## config.mk

```make
export PLATFORM = sky130hd
export DESIGN_NAME = psic_top
export DESIGN_NICKNAME = d
export VERILOG_FILES = /design/src/logic/psic_pkg.sv /design/src/logic/psic_sync_if.sv /design/src/logic/psic_sync.sv /design/src/logic/psic_top.sv
export SDC_FILE = /design/constraint.sdc
export NUM_CORES = 1
export LEC_CHECK = 0
export ABC_AREA = 1
export BUFFER_PORTS_ARGS = -buffer_cell sky130_fd_sc_hd__clkbuf_2
export CORE_UTILIZATION = 55
export DETAILED_ROUTE_END_ITERATION = 8
export PLACE_DENSITY = 0.95
export SLEW_MARGIN = 20
export SYNTH_ARGS = -nofsm -noshare
export SYNTH_HDL_FRONTEND = slang
export SYNTH_SLANG_ARGS = --single-unit
```

## constraint.sdc

```tcl
create_clock -name sys_clk_i -period 3.3 [get_ports sys_clk_i]
set_input_delay 0.33 -clock sys_clk_i [delete_from_list [all_inputs] [get_ports sys_clk_i]]
set_output_delay 0.33 -clock sys_clk_i [all_outputs]
set_load 0.1 [all_outputs]
```

## src/logic/psic_pkg.sv

```systemverilog
package psic_pkg;
   localparam int          PSIC_DW          = 32;
   localparam int          PSIC_AW          = 8;
   // Register indices as printed; byte address is four times the index
   localparam logic [7:0]  PSIC_IDX_CTRL    = 8'h11;
   localparam logic [7:0]  PSIC_IDX_ISTAT   = 8'h12;
   localparam logic [7:0]  PSIC_IDX_SUMM    = 8'h10;
   localparam logic [7:0]  PSIC_IDX_APBSTAT = 8'h18;
   localparam logic [7:0]  PSIC_IDX_APBMASK = 8'h19;
   localparam logic [15:0] PSIC_RST16       = 16'h0000;
   localparam int          PSIC_NEV         = 7;
   // Summary fields
   localparam int          PSIC_S_LINK      = 0;
   localparam int          PSIC_S_SPD10     = 1;
   localparam int          PSIC_S_DUP       = 2;
   localparam int          PSIC_S_LOOP      = 3;
   localparam int          PSIC_S_ANDONE    = 4;
   localparam int          PSIC_S_JAB       = 5;
   localparam int          PSIC_S_IRQ       = 7;
   // Control fields
   localparam int          PSIC_C_OE        = 0;
   localparam int          PSIC_C_GATE      = 1;
   localparam int          PSIC_C_TEST      = 2;
   localparam int          PSIC_C_W         = 3;
   // Event status sits at bit 8 upward, enables at bit 0 upward
   localparam int          PSIC_EV_STAT_LSB = 8;
   // Event order: 0 rx-err half, 1 false-carrier half, 2 an done, 3 duplex,
   // 4 speed, 5 link, 6 energy detect
   localparam int          PSIC_EV_RXH      = 0;
   localparam int          PSIC_EV_FCH      = 1;
   localparam int          PSIC_EV_ANC      = 2;
   localparam int          PSIC_EV_DUP      = 3;
   localparam int          PSIC_EV_SPD      = 4;
   localparam int          PSIC_EV_LINK     = 5;
   localparam int          PSIC_EV_ED       = 6;
   localparam int          PSIC_APB_NIRQ    = 2;
endpackage

```

## src/logic/psic_sync_if.sv

```systemverilog
`timescale 1ns/1ns
interface psic_sync_if #(parameter int W = 8);
   logic [W-1:0] raw;
   logic [W-1:0] synced;
   modport top  (output raw, input synced);
   modport sync (input raw, output synced);
endinterface

```

## src/logic/psic_sync.sv

```systemverilog
`timescale 1ns/1ns
module psic_sync
   import psic_pkg::*;
#(
   parameter int W = 8
) (
   input  wire logic sys_clk_i,
   input  wire logic reset_i,
   psic_sync_if.sync sif
);
   logic [W-1:0] meta_r;
   logic [W-1:0] meta_nxt;
   logic [W-1:0] hold_r;
   logic [W-1:0] hold_nxt;

   always_comb begin
      meta_nxt = sif.raw;
      hold_nxt = meta_r;
   end

   always_ff @(posedge sys_clk_i) begin
      if (reset_i) begin
         meta_r <= '0;
         hold_r <= '0;
      end else begin
         meta_r <= meta_nxt;
         hold_r <= hold_nxt;
      end
   end

   assign sif.synced = hold_r;
endmodule

```

## src/logic/psic_top.sv

```systemverilog
// Summary of operation
// Summary bit 5 shows jabber; meaningful only at 10 Mb/s.
// Jabber mirrors basic status jabber; summary read never clears it.
// Summary bit 4 is one once auto-negotiation completes.
// Summary bit 3 is one while loopback is enabled.
// Summary bit 2 shows duplex, one is full, from negotiation or forcing.
// Summary bit 1 shows speed, one is 10 Mb/s, zero is 100.
// Software trusts speed and duplex only with link and settled negotiation.
// Summary bit 0 shows link; mirrors basic status, summary read keeps it.
// Control bits 15:3 ignore writes and read zero.
// Test bit forces interrupt while set; clearing stops it.
// Control bit 1 gates all event interrupts.
// Control bit 0 makes shared pin interrupt output, else power-down input.
// Sources: energy detect, link, speed, duplex, negotiation done, counters half.
// Event status bits set on event even when not enabled.
// Event status bits clear on the read that returns them.
// Summary bit 7 flags pending interrupt; status read clears it.
// Interrupt asserts on test bit or gated enabled pending event.
`timescale 1ns/1ns
module psic_top
   import psic_pkg::*;
(
   input  wire logic                  sys_clk_i,
   input  wire logic                  reset_i,
   input  wire logic                  psel_i,
   input  wire logic                  penable_i,
   input  wire logic                  pwrite_i,
   input  wire logic [PSIC_AW+1:0]    paddr_i,
   input  wire logic [PSIC_DW-1:0]    pwdata_i,
   output logic      [PSIC_DW-1:0]    prdata_o,
   output logic                       pready_o,
   output logic                       pslverr_o,
   input  wire logic                  link_up_i,
   input  wire logic                  speed10_i,
   input  wire logic                  full_duplex_i,
   input  wire logic                  loopback_i,
   input  wire logic                  an_done_i,
   input  wire logic                  jabber_i,
   input  wire logic                  energy_i,
   input  wire logic                  fc_half_i,
   input  wire logic                  rx_half_i,
   input  wire logic                  powerdown_or_irq_pin_i,
   output logic                       powerdown_or_irq_pin_o,
   output logic                       powerdown_or_irq_pin_oe_o,
   output logic                       powerdown_o,
   output logic                       irq_o
);
   localparam int SW = 10;

   psic_sync_if #(.W(SW)) sif ();
   psic_sync #(.W(SW)) u_sync (
      .sys_clk_i (sys_clk_i),
      .reset_i   (reset_i),
      .sif       (sif)
   );
   assign sif.raw = {powerdown_or_irq_pin_i, rx_half_i, fc_half_i, energy_i, jabber_i,
                     an_done_i, loopback_i, full_duplex_i, speed10_i, link_up_i};

   // Synchronised copies of the status pins, one flop pair each
   logic                     link_s;
   logic                     spd_s;
   logic                     dup_s;
   logic                     loop_s;
   logic                     anc_s;
   logic                     jab_s;
   logic                     ed_s;
   logic                     fch_s;
   logic                     rxh_s;
   logic                     pin_s;
   assign {pin_s, rxh_s, fch_s, ed_s, jab_s, anc_s, loop_s, dup_s, spd_s, link_s} = sif.synced;

   function automatic logic is_reg(input logic [PSIC_AW+1:0] a, input logic [7:0] idx);
      return (a[1:0] == 2'b00) && (a[PSIC_AW+1:2] == idx);
   endfunction

   logic [PSIC_NEV-1:0]      ev_lvl;
   logic [PSIC_NEV-1:0]      ev_hit;
   logic [PSIC_NEV-1:0]      prev_r;
   logic [PSIC_NEV-1:0]      prev_nxt;
   logic [PSIC_NEV-1:0]      pend_r;
   logic [PSIC_NEV-1:0]      pend_nxt;
   logic [PSIC_NEV-1:0]      en_r;
   logic [PSIC_NEV-1:0]      en_nxt;

   logic                     first_r;
   logic                     first_nxt;

   logic [PSIC_C_W-1:0]      ctrl_r;
   logic [PSIC_C_W-1:0]      ctrl_nxt;

   logic [PSIC_APB_NIRQ-1:0] ast_r;
   logic [PSIC_APB_NIRQ-1:0] ast_nxt;
   logic [PSIC_APB_NIRQ-1:0] ast_set;
   logic [PSIC_APB_NIRQ-1:0] amask_r;
   logic [PSIC_APB_NIRQ-1:0] amask_nxt;

   logic [PSIC_DW-1:0]       prdata_r;
   logic [PSIC_DW-1:0]       rd_nxt;
   logic                     ready_r;
   logic                     ready_nxt;
   logic                     err_r;
   logic                     err_nxt;

   logic                     int_r;
   logic                     int_nxt;
   logic                     irq_r;
   logic                     irq_nxt;
   logic                     pin_o_r;
   logic                     pin_o_nxt;
   logic                     pin_oe_r;
   logic                     pin_oe_nxt;
   logic                     pd_r;
   logic                     pd_nxt;

   logic                     wr_acc;
   logic                     rd_acc;
   logic                     rd_stat;
   logic [15:0]              summ;

   assign ev_lvl = {ed_s, link_s, spd_s, dup_s, anc_s, fch_s, rxh_s};
   assign wr_acc = psel_i && penable_i && !ready_r && pwrite_i;
   assign rd_acc = psel_i && penable_i && !ready_r && !pwrite_i;
   assign rd_stat = rd_acc && is_reg(paddr_i, PSIC_IDX_ISTAT);

   // The event register packs enables and pending flags into one half-word
   if (PSIC_NEV > 7 || PSIC_C_W != 3) begin : g_size_chk
      $error("psic_top: event or control width out of range");
   end

   // Negotiation done and counter half-full fire on the rising edge only, so a
   // counter parked at half-full does not keep re-arming its pending bit
   for (genvar g = 0; g < PSIC_NEV; g++) begin : g_ev
      if (g == PSIC_EV_ANC || g == PSIC_EV_FCH || g == PSIC_EV_RXH) begin : g_rise
         assign ev_hit[g] = !first_r && ev_lvl[g] && !prev_r[g];
      end else begin : g_any
         assign ev_hit[g] = !first_r && (ev_lvl[g] != prev_r[g]);
      end
   end

   always_comb begin
      prev_nxt  = ev_lvl;
      first_nxt = 1'b0;
      pend_nxt  = pend_r;
      if (rd_stat) begin
         pend_nxt = '0;
      end
      // Set wins: an event landing in the clearing read stays pending
      pend_nxt = pend_nxt | ev_hit;
   end

   always_ff @(posedge sys_clk_i) begin
      if (reset_i) begin
         prev_r  <= '0;
         pend_r  <= '0;
         first_r <= 1'b1;
      end else begin
         prev_r  <= prev_nxt;
         pend_r  <= pend_nxt;
         first_r <= first_nxt;
      end
   end

   always_comb begin
      ctrl_nxt = ctrl_r;
      en_nxt   = en_r;
      if (wr_acc && is_reg(paddr_i, PSIC_IDX_CTRL)) begin
         // Only the live bits are stored, so reserved bits read back zero
         ctrl_nxt = pwdata_i[PSIC_C_W-1:0];
      end
      if (wr_acc && is_reg(paddr_i, PSIC_IDX_ISTAT)) begin
         en_nxt = pwdata_i[PSIC_NEV-1:0];
      end
   end

   always_ff @(posedge sys_clk_i) begin
      if (reset_i) begin
         ctrl_r <= '0;
         en_r   <= '0;
      end else begin
         ctrl_r <= ctrl_nxt;
         en_r   <= en_nxt;
      end
   end

   always_comb begin

      int_nxt    = ctrl_r[PSIC_C_TEST] | (ctrl_r[PSIC_C_GATE] & |(pend_r & en_r));
      pin_o_nxt  = int_nxt;
      pin_oe_nxt = ctrl_r[PSIC_C_OE];
      // Power-down input is ignored while the pin is an output
      pd_nxt     = ~ctrl_r[PSIC_C_OE] & pin_s;
   end

   always_ff @(posedge sys_clk_i) begin
      if (reset_i) begin
         int_r    <= 1'b0;
         pin_o_r  <= 1'b0;
         pin_oe_r <= 1'b0;
         pd_r     <= 1'b0;
      end else begin
         int_r    <= int_nxt;
         pin_o_r  <= pin_o_nxt;
         pin_oe_r <= pin_oe_nxt;
         pd_r     <= pd_nxt;
      end
   end

   always_comb begin
      amask_nxt = amask_r;
      ast_nxt   = ast_r;
      if (wr_acc && is_reg(paddr_i, PSIC_IDX_APBMASK)) begin
         amask_nxt = pwdata_i[PSIC_APB_NIRQ-1:0];
      end
      if (wr_acc && is_reg(paddr_i, PSIC_IDX_APBSTAT)) begin
         ast_nxt = ast_r & ~pwdata_i[PSIC_APB_NIRQ-1:0];
      end
      // Wrapper status: bit 0 interrupt rose, bit 1 bad address; set beats clear
      ast_set = {err_nxt, int_nxt & ~int_r};
      ast_nxt = ast_nxt | ast_set;
      irq_nxt = |(ast_r & amask_r);
   end

   always_ff @(posedge sys_clk_i) begin
      if (reset_i) begin
         ast_r   <= '0;
         amask_r <= '0;
         irq_r   <= 1'b0;
      end else begin
         ast_r   <= ast_nxt;
         amask_r <= amask_nxt;
         irq_r   <= irq_nxt;
      end
   end

   always_comb begin
      summ = PSIC_RST16;
      summ[PSIC_S_LINK]   = link_s;
      summ[PSIC_S_SPD10]  = spd_s;
      summ[PSIC_S_DUP]    = dup_s;
      summ[PSIC_S_LOOP]   = loop_s;
      summ[PSIC_S_ANDONE] = anc_s;
      summ[PSIC_S_JAB]    = jab_s;
      summ[PSIC_S_IRQ]    = int_r;
      rd_nxt    = prdata_r;
      err_nxt   = 1'b0;
      // One wait state on every access keeps the answer a registered pulse
      ready_nxt = psel_i && penable_i && !ready_r;
      if (rd_acc) begin
         rd_nxt = '0;
      end
      if (psel_i && penable_i && !ready_r) begin
         if (paddr_i[1:0] != 2'b00) begin
            err_nxt = 1'b1;
         end else begin
            case (paddr_i[PSIC_AW+1:2])
               PSIC_IDX_SUMM: begin
                  if (!pwrite_i) begin
                     rd_nxt = {16'h0000, summ};
                  end
               end
               PSIC_IDX_CTRL: begin
                  if (!pwrite_i) begin
                     rd_nxt = {29'h00000000, ctrl_r};
                  end
               end
               PSIC_IDX_ISTAT: begin
                  if (!pwrite_i) begin
                     rd_nxt = {16'h0000, 1'b0, pend_r, 1'b0, en_r};
                  end
               end
               PSIC_IDX_APBSTAT: begin
                  if (!pwrite_i) begin
                     rd_nxt = {30'h00000000, ast_r};
                  end
               end
               PSIC_IDX_APBMASK: begin
                  if (!pwrite_i) begin
                     rd_nxt = {30'h00000000, amask_r};
                  end
               end
               default: begin
                  err_nxt = 1'b1;
               end
            endcase
         end
      end
   end

   always_ff @(posedge sys_clk_i) begin
      if (reset_i) begin
         prdata_r <= '0;
         ready_r  <= 1'b0;
         err_r    <= 1'b0;
      end else begin
         prdata_r <= rd_nxt;
         ready_r  <= ready_nxt;
         err_r    <= err_nxt;
      end
   end

   assign prdata_o                  = prdata_r;
   assign pready_o                  = ready_r;
   assign pslverr_o                 = err_r;
   assign powerdown_or_irq_pin_o    = pin_o_r;
   assign powerdown_or_irq_pin_oe_o = pin_oe_r;
   assign powerdown_o               = pd_r;
   assign irq_o                     = irq_r;
endmodule

```

==> report_table.html <==
<table>
<tr><th>Metric</th><th>Value</th></tr>
<tr><th colspan="2">Power</th></tr>
<tr><td>Power after layout</td><td>around 1.9 mW</td></tr>
<tr><td>Flop pwr share</td><td>0.579</td></tr>
<tr><td>Sw Share</td><td>0.251</td></tr>
<tr><td>Part of the power in combinational logic</td><td>0.059</td></tr>
<tr><td>Internal power summed over all cells</td><td>1.40 mW</td></tr>
<tr><td>Clock share of power</td><td>0.362</td></tr>
<tr><td>Peak supply drop</td><td>0.335 mV</td></tr>
<tr><td>Static Leak</td><td>1.82 nW</td></tr>
<tr><td>Switching power total</td><td>between 400 and 500 uW</td></tr>
<tr><td>Power density normalized to cell area</td><td>about 470 nW/um^2</td></tr>
<tr><th colspan="2">CTS</th></tr>
<tr><td>CTS H-tree lvls</td><td>3</td></tr>
<tr><td>Clock tree buffer depth</td><td>2</td></tr>
<tr><td>Number of hold buffers added after CTS</td><td>0</td></tr>
<tr><td>Worst skew pair latency</td><td>between 0.3 and 0.4 ns</td></tr>
<tr><td>CTS Sinks</td><td>87</td></tr>
<tr><td>Total clock buffers created by CTS</td><td>9</td></tr>
<tr><td>Clock tree from TritonCTS</td><td>yes</td></tr>
<tr><td>Number of gates resized after CTS</td><td>0</td></tr>
<tr><td>Post-CTS clock slew at the launch and capture registers of the worst setup and hold paths</td><td>around 0.080 ns</td></tr>
<tr><td>Clock root buffer master</td><td>sky130_fd_sc_hd__clkbuf_8</td></tr>
<tr><td>Setup fix buffers added after clock tree synthesis</td><td>0</td></tr>
<tr><th colspan="2">Critical path</th></tr>
<tr><td>R2r worst-path depth</td><td>8</td></tr>
<tr><td>Reg-to-reg slack, setup</td><td>approximately 1.4 ns</td></tr>
<tr><td>Worst r2r src</td><td>pready_o</td></tr>
<tr><td>Required time of the critical path</td><td>around 3.5 ns</td></tr>
<tr><td>Type of origin of the critical path</td><td>register</td></tr>
<tr><td>Data arrival at the endpoint of the critical path</td><td>a little over 2 ns</td></tr>
<tr><td>R2r endpoint</td><td>pend_r[5]</td></tr>
<tr><td>Highest fanout seen on the critical path</td><td>19</td></tr>
<tr><td>CP Capture Type</td><td>register</td></tr>
<tr><td>Type of the setup path with the least slack</td><td>register to register</td></tr>
<tr><th colspan="2">Yosys</th></tr>
<tr><td>Yosys top cell area share</td><td>0.512</td></tr>
<tr><td>Mapped Cells</td><td>448</td></tr>
<tr><td>Post-synthesis cell area</td><td>3400 um^2</td></tr>
<tr><td>Number of distinct standard cells referenced by the synthesized netlist</td><td>27</td></tr>
<tr><td>Net count after synthesis</td><td>505</td></tr>
<tr><td>Biggest area contributors in the synthesized netlist</td><td>sky130_fd_sc_hd__dfxtp_1, sky130_fd_sc_hd__nand2_1, sky130_fd_sc_hd__nor2_1, sky130_fd_sc_hd__inv_1, sky130_fd_sc_hd__nand3_1</td></tr>
<tr><td>Average instance area after synthesis</td><td>about 7.6 um^2</td></tr>
<tr><td>Library cell with the largest summed area after synthesis</td><td>sky130_fd_sc_hd__dfxtp_1</td></tr>
<tr><td>Sequential cell area fraction in the yosys report</td><td>0.512</td></tr>
<tr><td>Register bit total from synthesis</td><td>between 80 and 90</td></tr>
<tr><td>Total of warnings raised by yosys</td><td>0</td></tr>
<tr><th colspan="2">Timing</th></tr>
<tr><td>Slew margin rel.</td><td>0.458</td></tr>
<tr><td>Number of failing setup endpoints in the final timing report</td><td>0</td></tr>
<tr><td>RSZ-0062 raised after global routing</td><td>false</td></tr>
<tr><td>Final Critical Period</td><td>about 1.9 ns</td></tr>
<tr><td>Highest Clock Rate</td><td>540 MHz</td></tr>
<tr><td>Final hold violations</td><td>0</td></tr>
<tr><td>Setup_tns</td><td>0 ns</td></tr>
<tr><td>Actual slew at the worst max-slew pin</td><td>just over 0.8 ns</td></tr>
<tr><td>Part of the cycle the worst path needs</td><td>0.561</td></tr>
<tr><td>Worst Clk Skew</td><td>0.0133 ns</td></tr>
<tr><td>Fin. max-slew vios</td><td>0</td></tr>
<tr><th colspan="2">Global routing</th></tr>
<tr><td>Vias in the first global route</td><td>2750</td></tr>
<tr><td>Overflow left after global routing</td><td>0</td></tr>
<tr><td>GR Util All Layers</td><td>0.242</td></tr>
<tr><td>Antenna violations before repair</td><td>0</td></tr>
<tr><td>Pin count of the biggest net entering global routing</td><td>58</td></tr>
<tr><td>Global-route wire length before repair</td><td>roughly 12000 um</td></tr>
<tr><th colspan="2">Routing</th></tr>
<tr><td>Average via count per standard cell</td><td>5.17</td></tr>
<tr><td>1st-pass router iterations</td><td>5</td></tr>
<tr><td># DRC</td><td>0</td></tr>
<tr><td>Via count</td><td>between 3000 and 4000</td></tr>
<tr><td>Remaining number of nets flagged by the antenna check after routing</td><td>0</td></tr>
<tr><td>Detailed Route WL</td><td>7270 um</td></tr>
<tr><td>Routed wirelength normalized by instance count</td><td>12.3 um</td></tr>
<tr><td>DRC violation total after the first TritonRoute iteration</td><td>284</td></tr>
<tr><th colspan="2">Outcome</th></tr>
<tr><td>Status</td><td>finished clean</td></tr>
<tr><th colspan="2">Worst hold path</th></tr>
<tr><td>Worst hold path startpoint</td><td>powerdown_or_irq_pin_i</td></tr>
<tr><td>Worst hold path depth</td><td>3</td></tr>
<tr><td>Hold Crit Endpoint</td><td>u_sync.hold_nxt[9]</td></tr>
<tr><td>Kind of path behind the tightest hold check</td><td>input pin to register</td></tr>
<tr><th colspan="2">Placement</th></tr>
<tr><td>Final RePlAce weighted congestion</td><td>slightly below 0.9</td></tr>
<tr><td>Post-DP HPWL</td><td>5270 um</td></tr>
<tr><td>Count of port buffers added during placement</td><td>69</td></tr>
<tr><th colspan="2">Final layout</th></tr>
<tr><td>Highest-count cells in the layout ignoring fill and taps</td><td>sky130_fd_sc_hd__nand2_1, sky130_fd_sc_hd__dfxtp_1, sky130_fd_sc_hd__nor2_1, sky130_fd_sc_hd__clkbuf_2, sky130_fd_sc_hd__inv_1</td></tr>
<tr><td>Final core utilization</td><td>0.660</td></tr>
<tr><td>Share of post-route cells with drive strength above 1</td><td>0.232</td></tr>
<tr><td>Layout filler cell count</td><td>slightly below 500</td></tr>
<tr><td>Leading cell type in the layout, fill and taps excluded</td><td>sky130_fd_sc_hd__nand2_1</td></tr>
<tr><td>Number of nets in the layout</td><td>~570</td></tr>
<tr><td>Layout overhead on the synthesized area</td><td>15.6%</td></tr>
<tr><td>Diode insertion count for antenna repair</td><td>0</td></tr>
<tr><th colspan="2">Floorplan</th></tr>
<tr><td>Number of top-level pins</td><td>between 90 and 100</td></tr>
<tr><td>Total Die Area</td><td>approximately 6500 um^2</td></tr>
<tr><td>Core Box Area</td><td>just under 6000 um^2</td></tr>
<tr><td>Height of the die</td><td>around 81 um</td></tr>
<tr><td>Total number of placement rows</td><td>28</td></tr>
<tr><td>Die width</td><td>80.6 um</td></tr>
<tr><td>Initial Utilization</td><td>0.571</td></tr>
<tr><th colspan="2">Job</th></tr>
<tr><td>Maximum capacitance violations</td><td>0</td></tr>
</table>
-- cell type report --
cell class                      instances  area (um^2)  share of cell area
Clock buffer                           10          138              0.0350
Clock inverter                          6         43.8              0.0111
Inverter                               50          188              0.0477
Multi-Input combinational cell        294         1380               0.350
Sequential cell                        87         1740               0.443
Tap cell                               75         93.8              0.0239
Timing Repair Buffer                   70          353              0.0897
-- state kept, by name, indices dropped and copies added, names as in the netlist --
register	flops
ctrl_r	3
powerdown_or_irq_pin_oe_o	1
en_r	7
ast_r	2
first_r	1
pready_o	1
prdata_o	32
powerdown_o	1
amask_r	2
u_sync.sif.synced	10
pend_r	7
powerdown_or_irq_pin_o	1
prev_r	7
pslverr_o	1
irq_o	1
u_sync.hold_nxt	10
-- worst max-delay path by stage --
stage | slack, ns | to | from | cells after the start
2_1_floorplan | 1.43 | prdata_o[10] | pready_o | 7
3_5_place_dp | 1.32 | pend_r[5] | pwrite_i | 7
4_1_cts | 1.45 | pend_r[5] | pready_o | 8
5_1_grt | 1.31 | pend_r[5] | pready_o | 8
3_3_place_gp | 1.43 | pend_r[5] | psel_i | 10
6_report | 1.45 | pend_r[5] | pready_o | 8
-- routing by layer --
layer / share of wire / track usage
met1: 0.42 / 0.289
met4: 0.035 / 0.130
met3: 0.079 / 0.0670
met2: 0.47 / 0.391
met5: 0 / 0
-- cells in the mapped netlist --
cell type	n
sky130_fd_sc_hd__buf_2	2
sky130_fd_sc_hd__buf_6	3
sky130_fd_sc_hd__o211ai_1	2
sky130_fd_sc_hd__nor2_1	74
sky130_fd_sc_hd__clkbuf_1	7
sky130_fd_sc_hd__nand3b_1	3
sky130_fd_sc_hd__nand4_1	1
sky130_fd_sc_hd__o21ai_0	20
sky130_fd_sc_hd__a21oi_2	10
sky130_fd_sc_hd__nand2_2	6
sky130_fd_sc_hd__nand3_1	29
sky130_fd_sc_hd__buf_4	2
sky130_fd_sc_hd__nor2_4	5
sky130_fd_sc_hd__o21ai_1	1
sky130_fd_sc_hd__a21oi_1	20
sky130_fd_sc_hd__nand3_2	2
sky130_fd_sc_hd__nor2_2	4
sky130_fd_sc_hd__nor3_1	2
sky130_fd_sc_hd__a22o_1	2
sky130_fd_sc_hd__buf_1	3
sky130_fd_sc_hd__nand2_1	107
sky130_fd_sc_hd__inv_1	44
sky130_fd_sc_hd__o22ai_1	1
sky130_fd_sc_hd__nand2_4	1
sky130_fd_sc_hd__a21o_1	4
sky130_fd_sc_hd__dfxtp_1	87
sky130_fd_sc_hd__inv_2	6
-- through the flow --
step,cells,hold WS [ns],worst slack (ns),instance area [um^2]
floorplan,448,0.358,1.43,3400
global placement,576,0.390,1.43,3750
detailed placement,576,0.395,1.32,3750
CTS,592,0.133,1.45,3930
global route,592,0.145,1.31,3930
finish,592,0.149,1.45,3930
-- power by group through the flow --
stage	registers (mW)	clock network [mW]	logic (mW)
final	1.08	0.676	0.110
after global placement	1.10	0	0.104
after global routing	1.08	0.734	0.122
after floorplan	1.12	0	0.0628
after detailed placement	1.11	0	0.109
after CTS	1.08	0.687	0.110
-- kinds of logic after synthesis --
logic type	count (synthesis)	synth area share
AND/OR/NAND/NOR	234	0.298
flip-flops	87	0.512
buffers and inverters	67	0.0835
AO/OA/AOI/OAI	60	0.106
-- critical path, cell delays in order (launching register included) --
cell and delay [ns]:
sky130_fd_sc_hd__dfxtp_1 0.33, sky130_fd_sc_hd__nor2_2 0.14, sky130_fd_sc_hd__inv_1 0.11, sky130_fd_sc_hd__nor2_4 0.39, sky130_fd_sc_hd__inv_2 0.27, sky130_fd_sc_hd__nor2_2 0.18, sky130_fd_sc_hd__nand2_2 0.13, sky130_fd_sc_hd__nand2_1 0.10
sky130_fd_sc_hd__a21oi_1 0.07
Power figures use the tool's default switching activity.
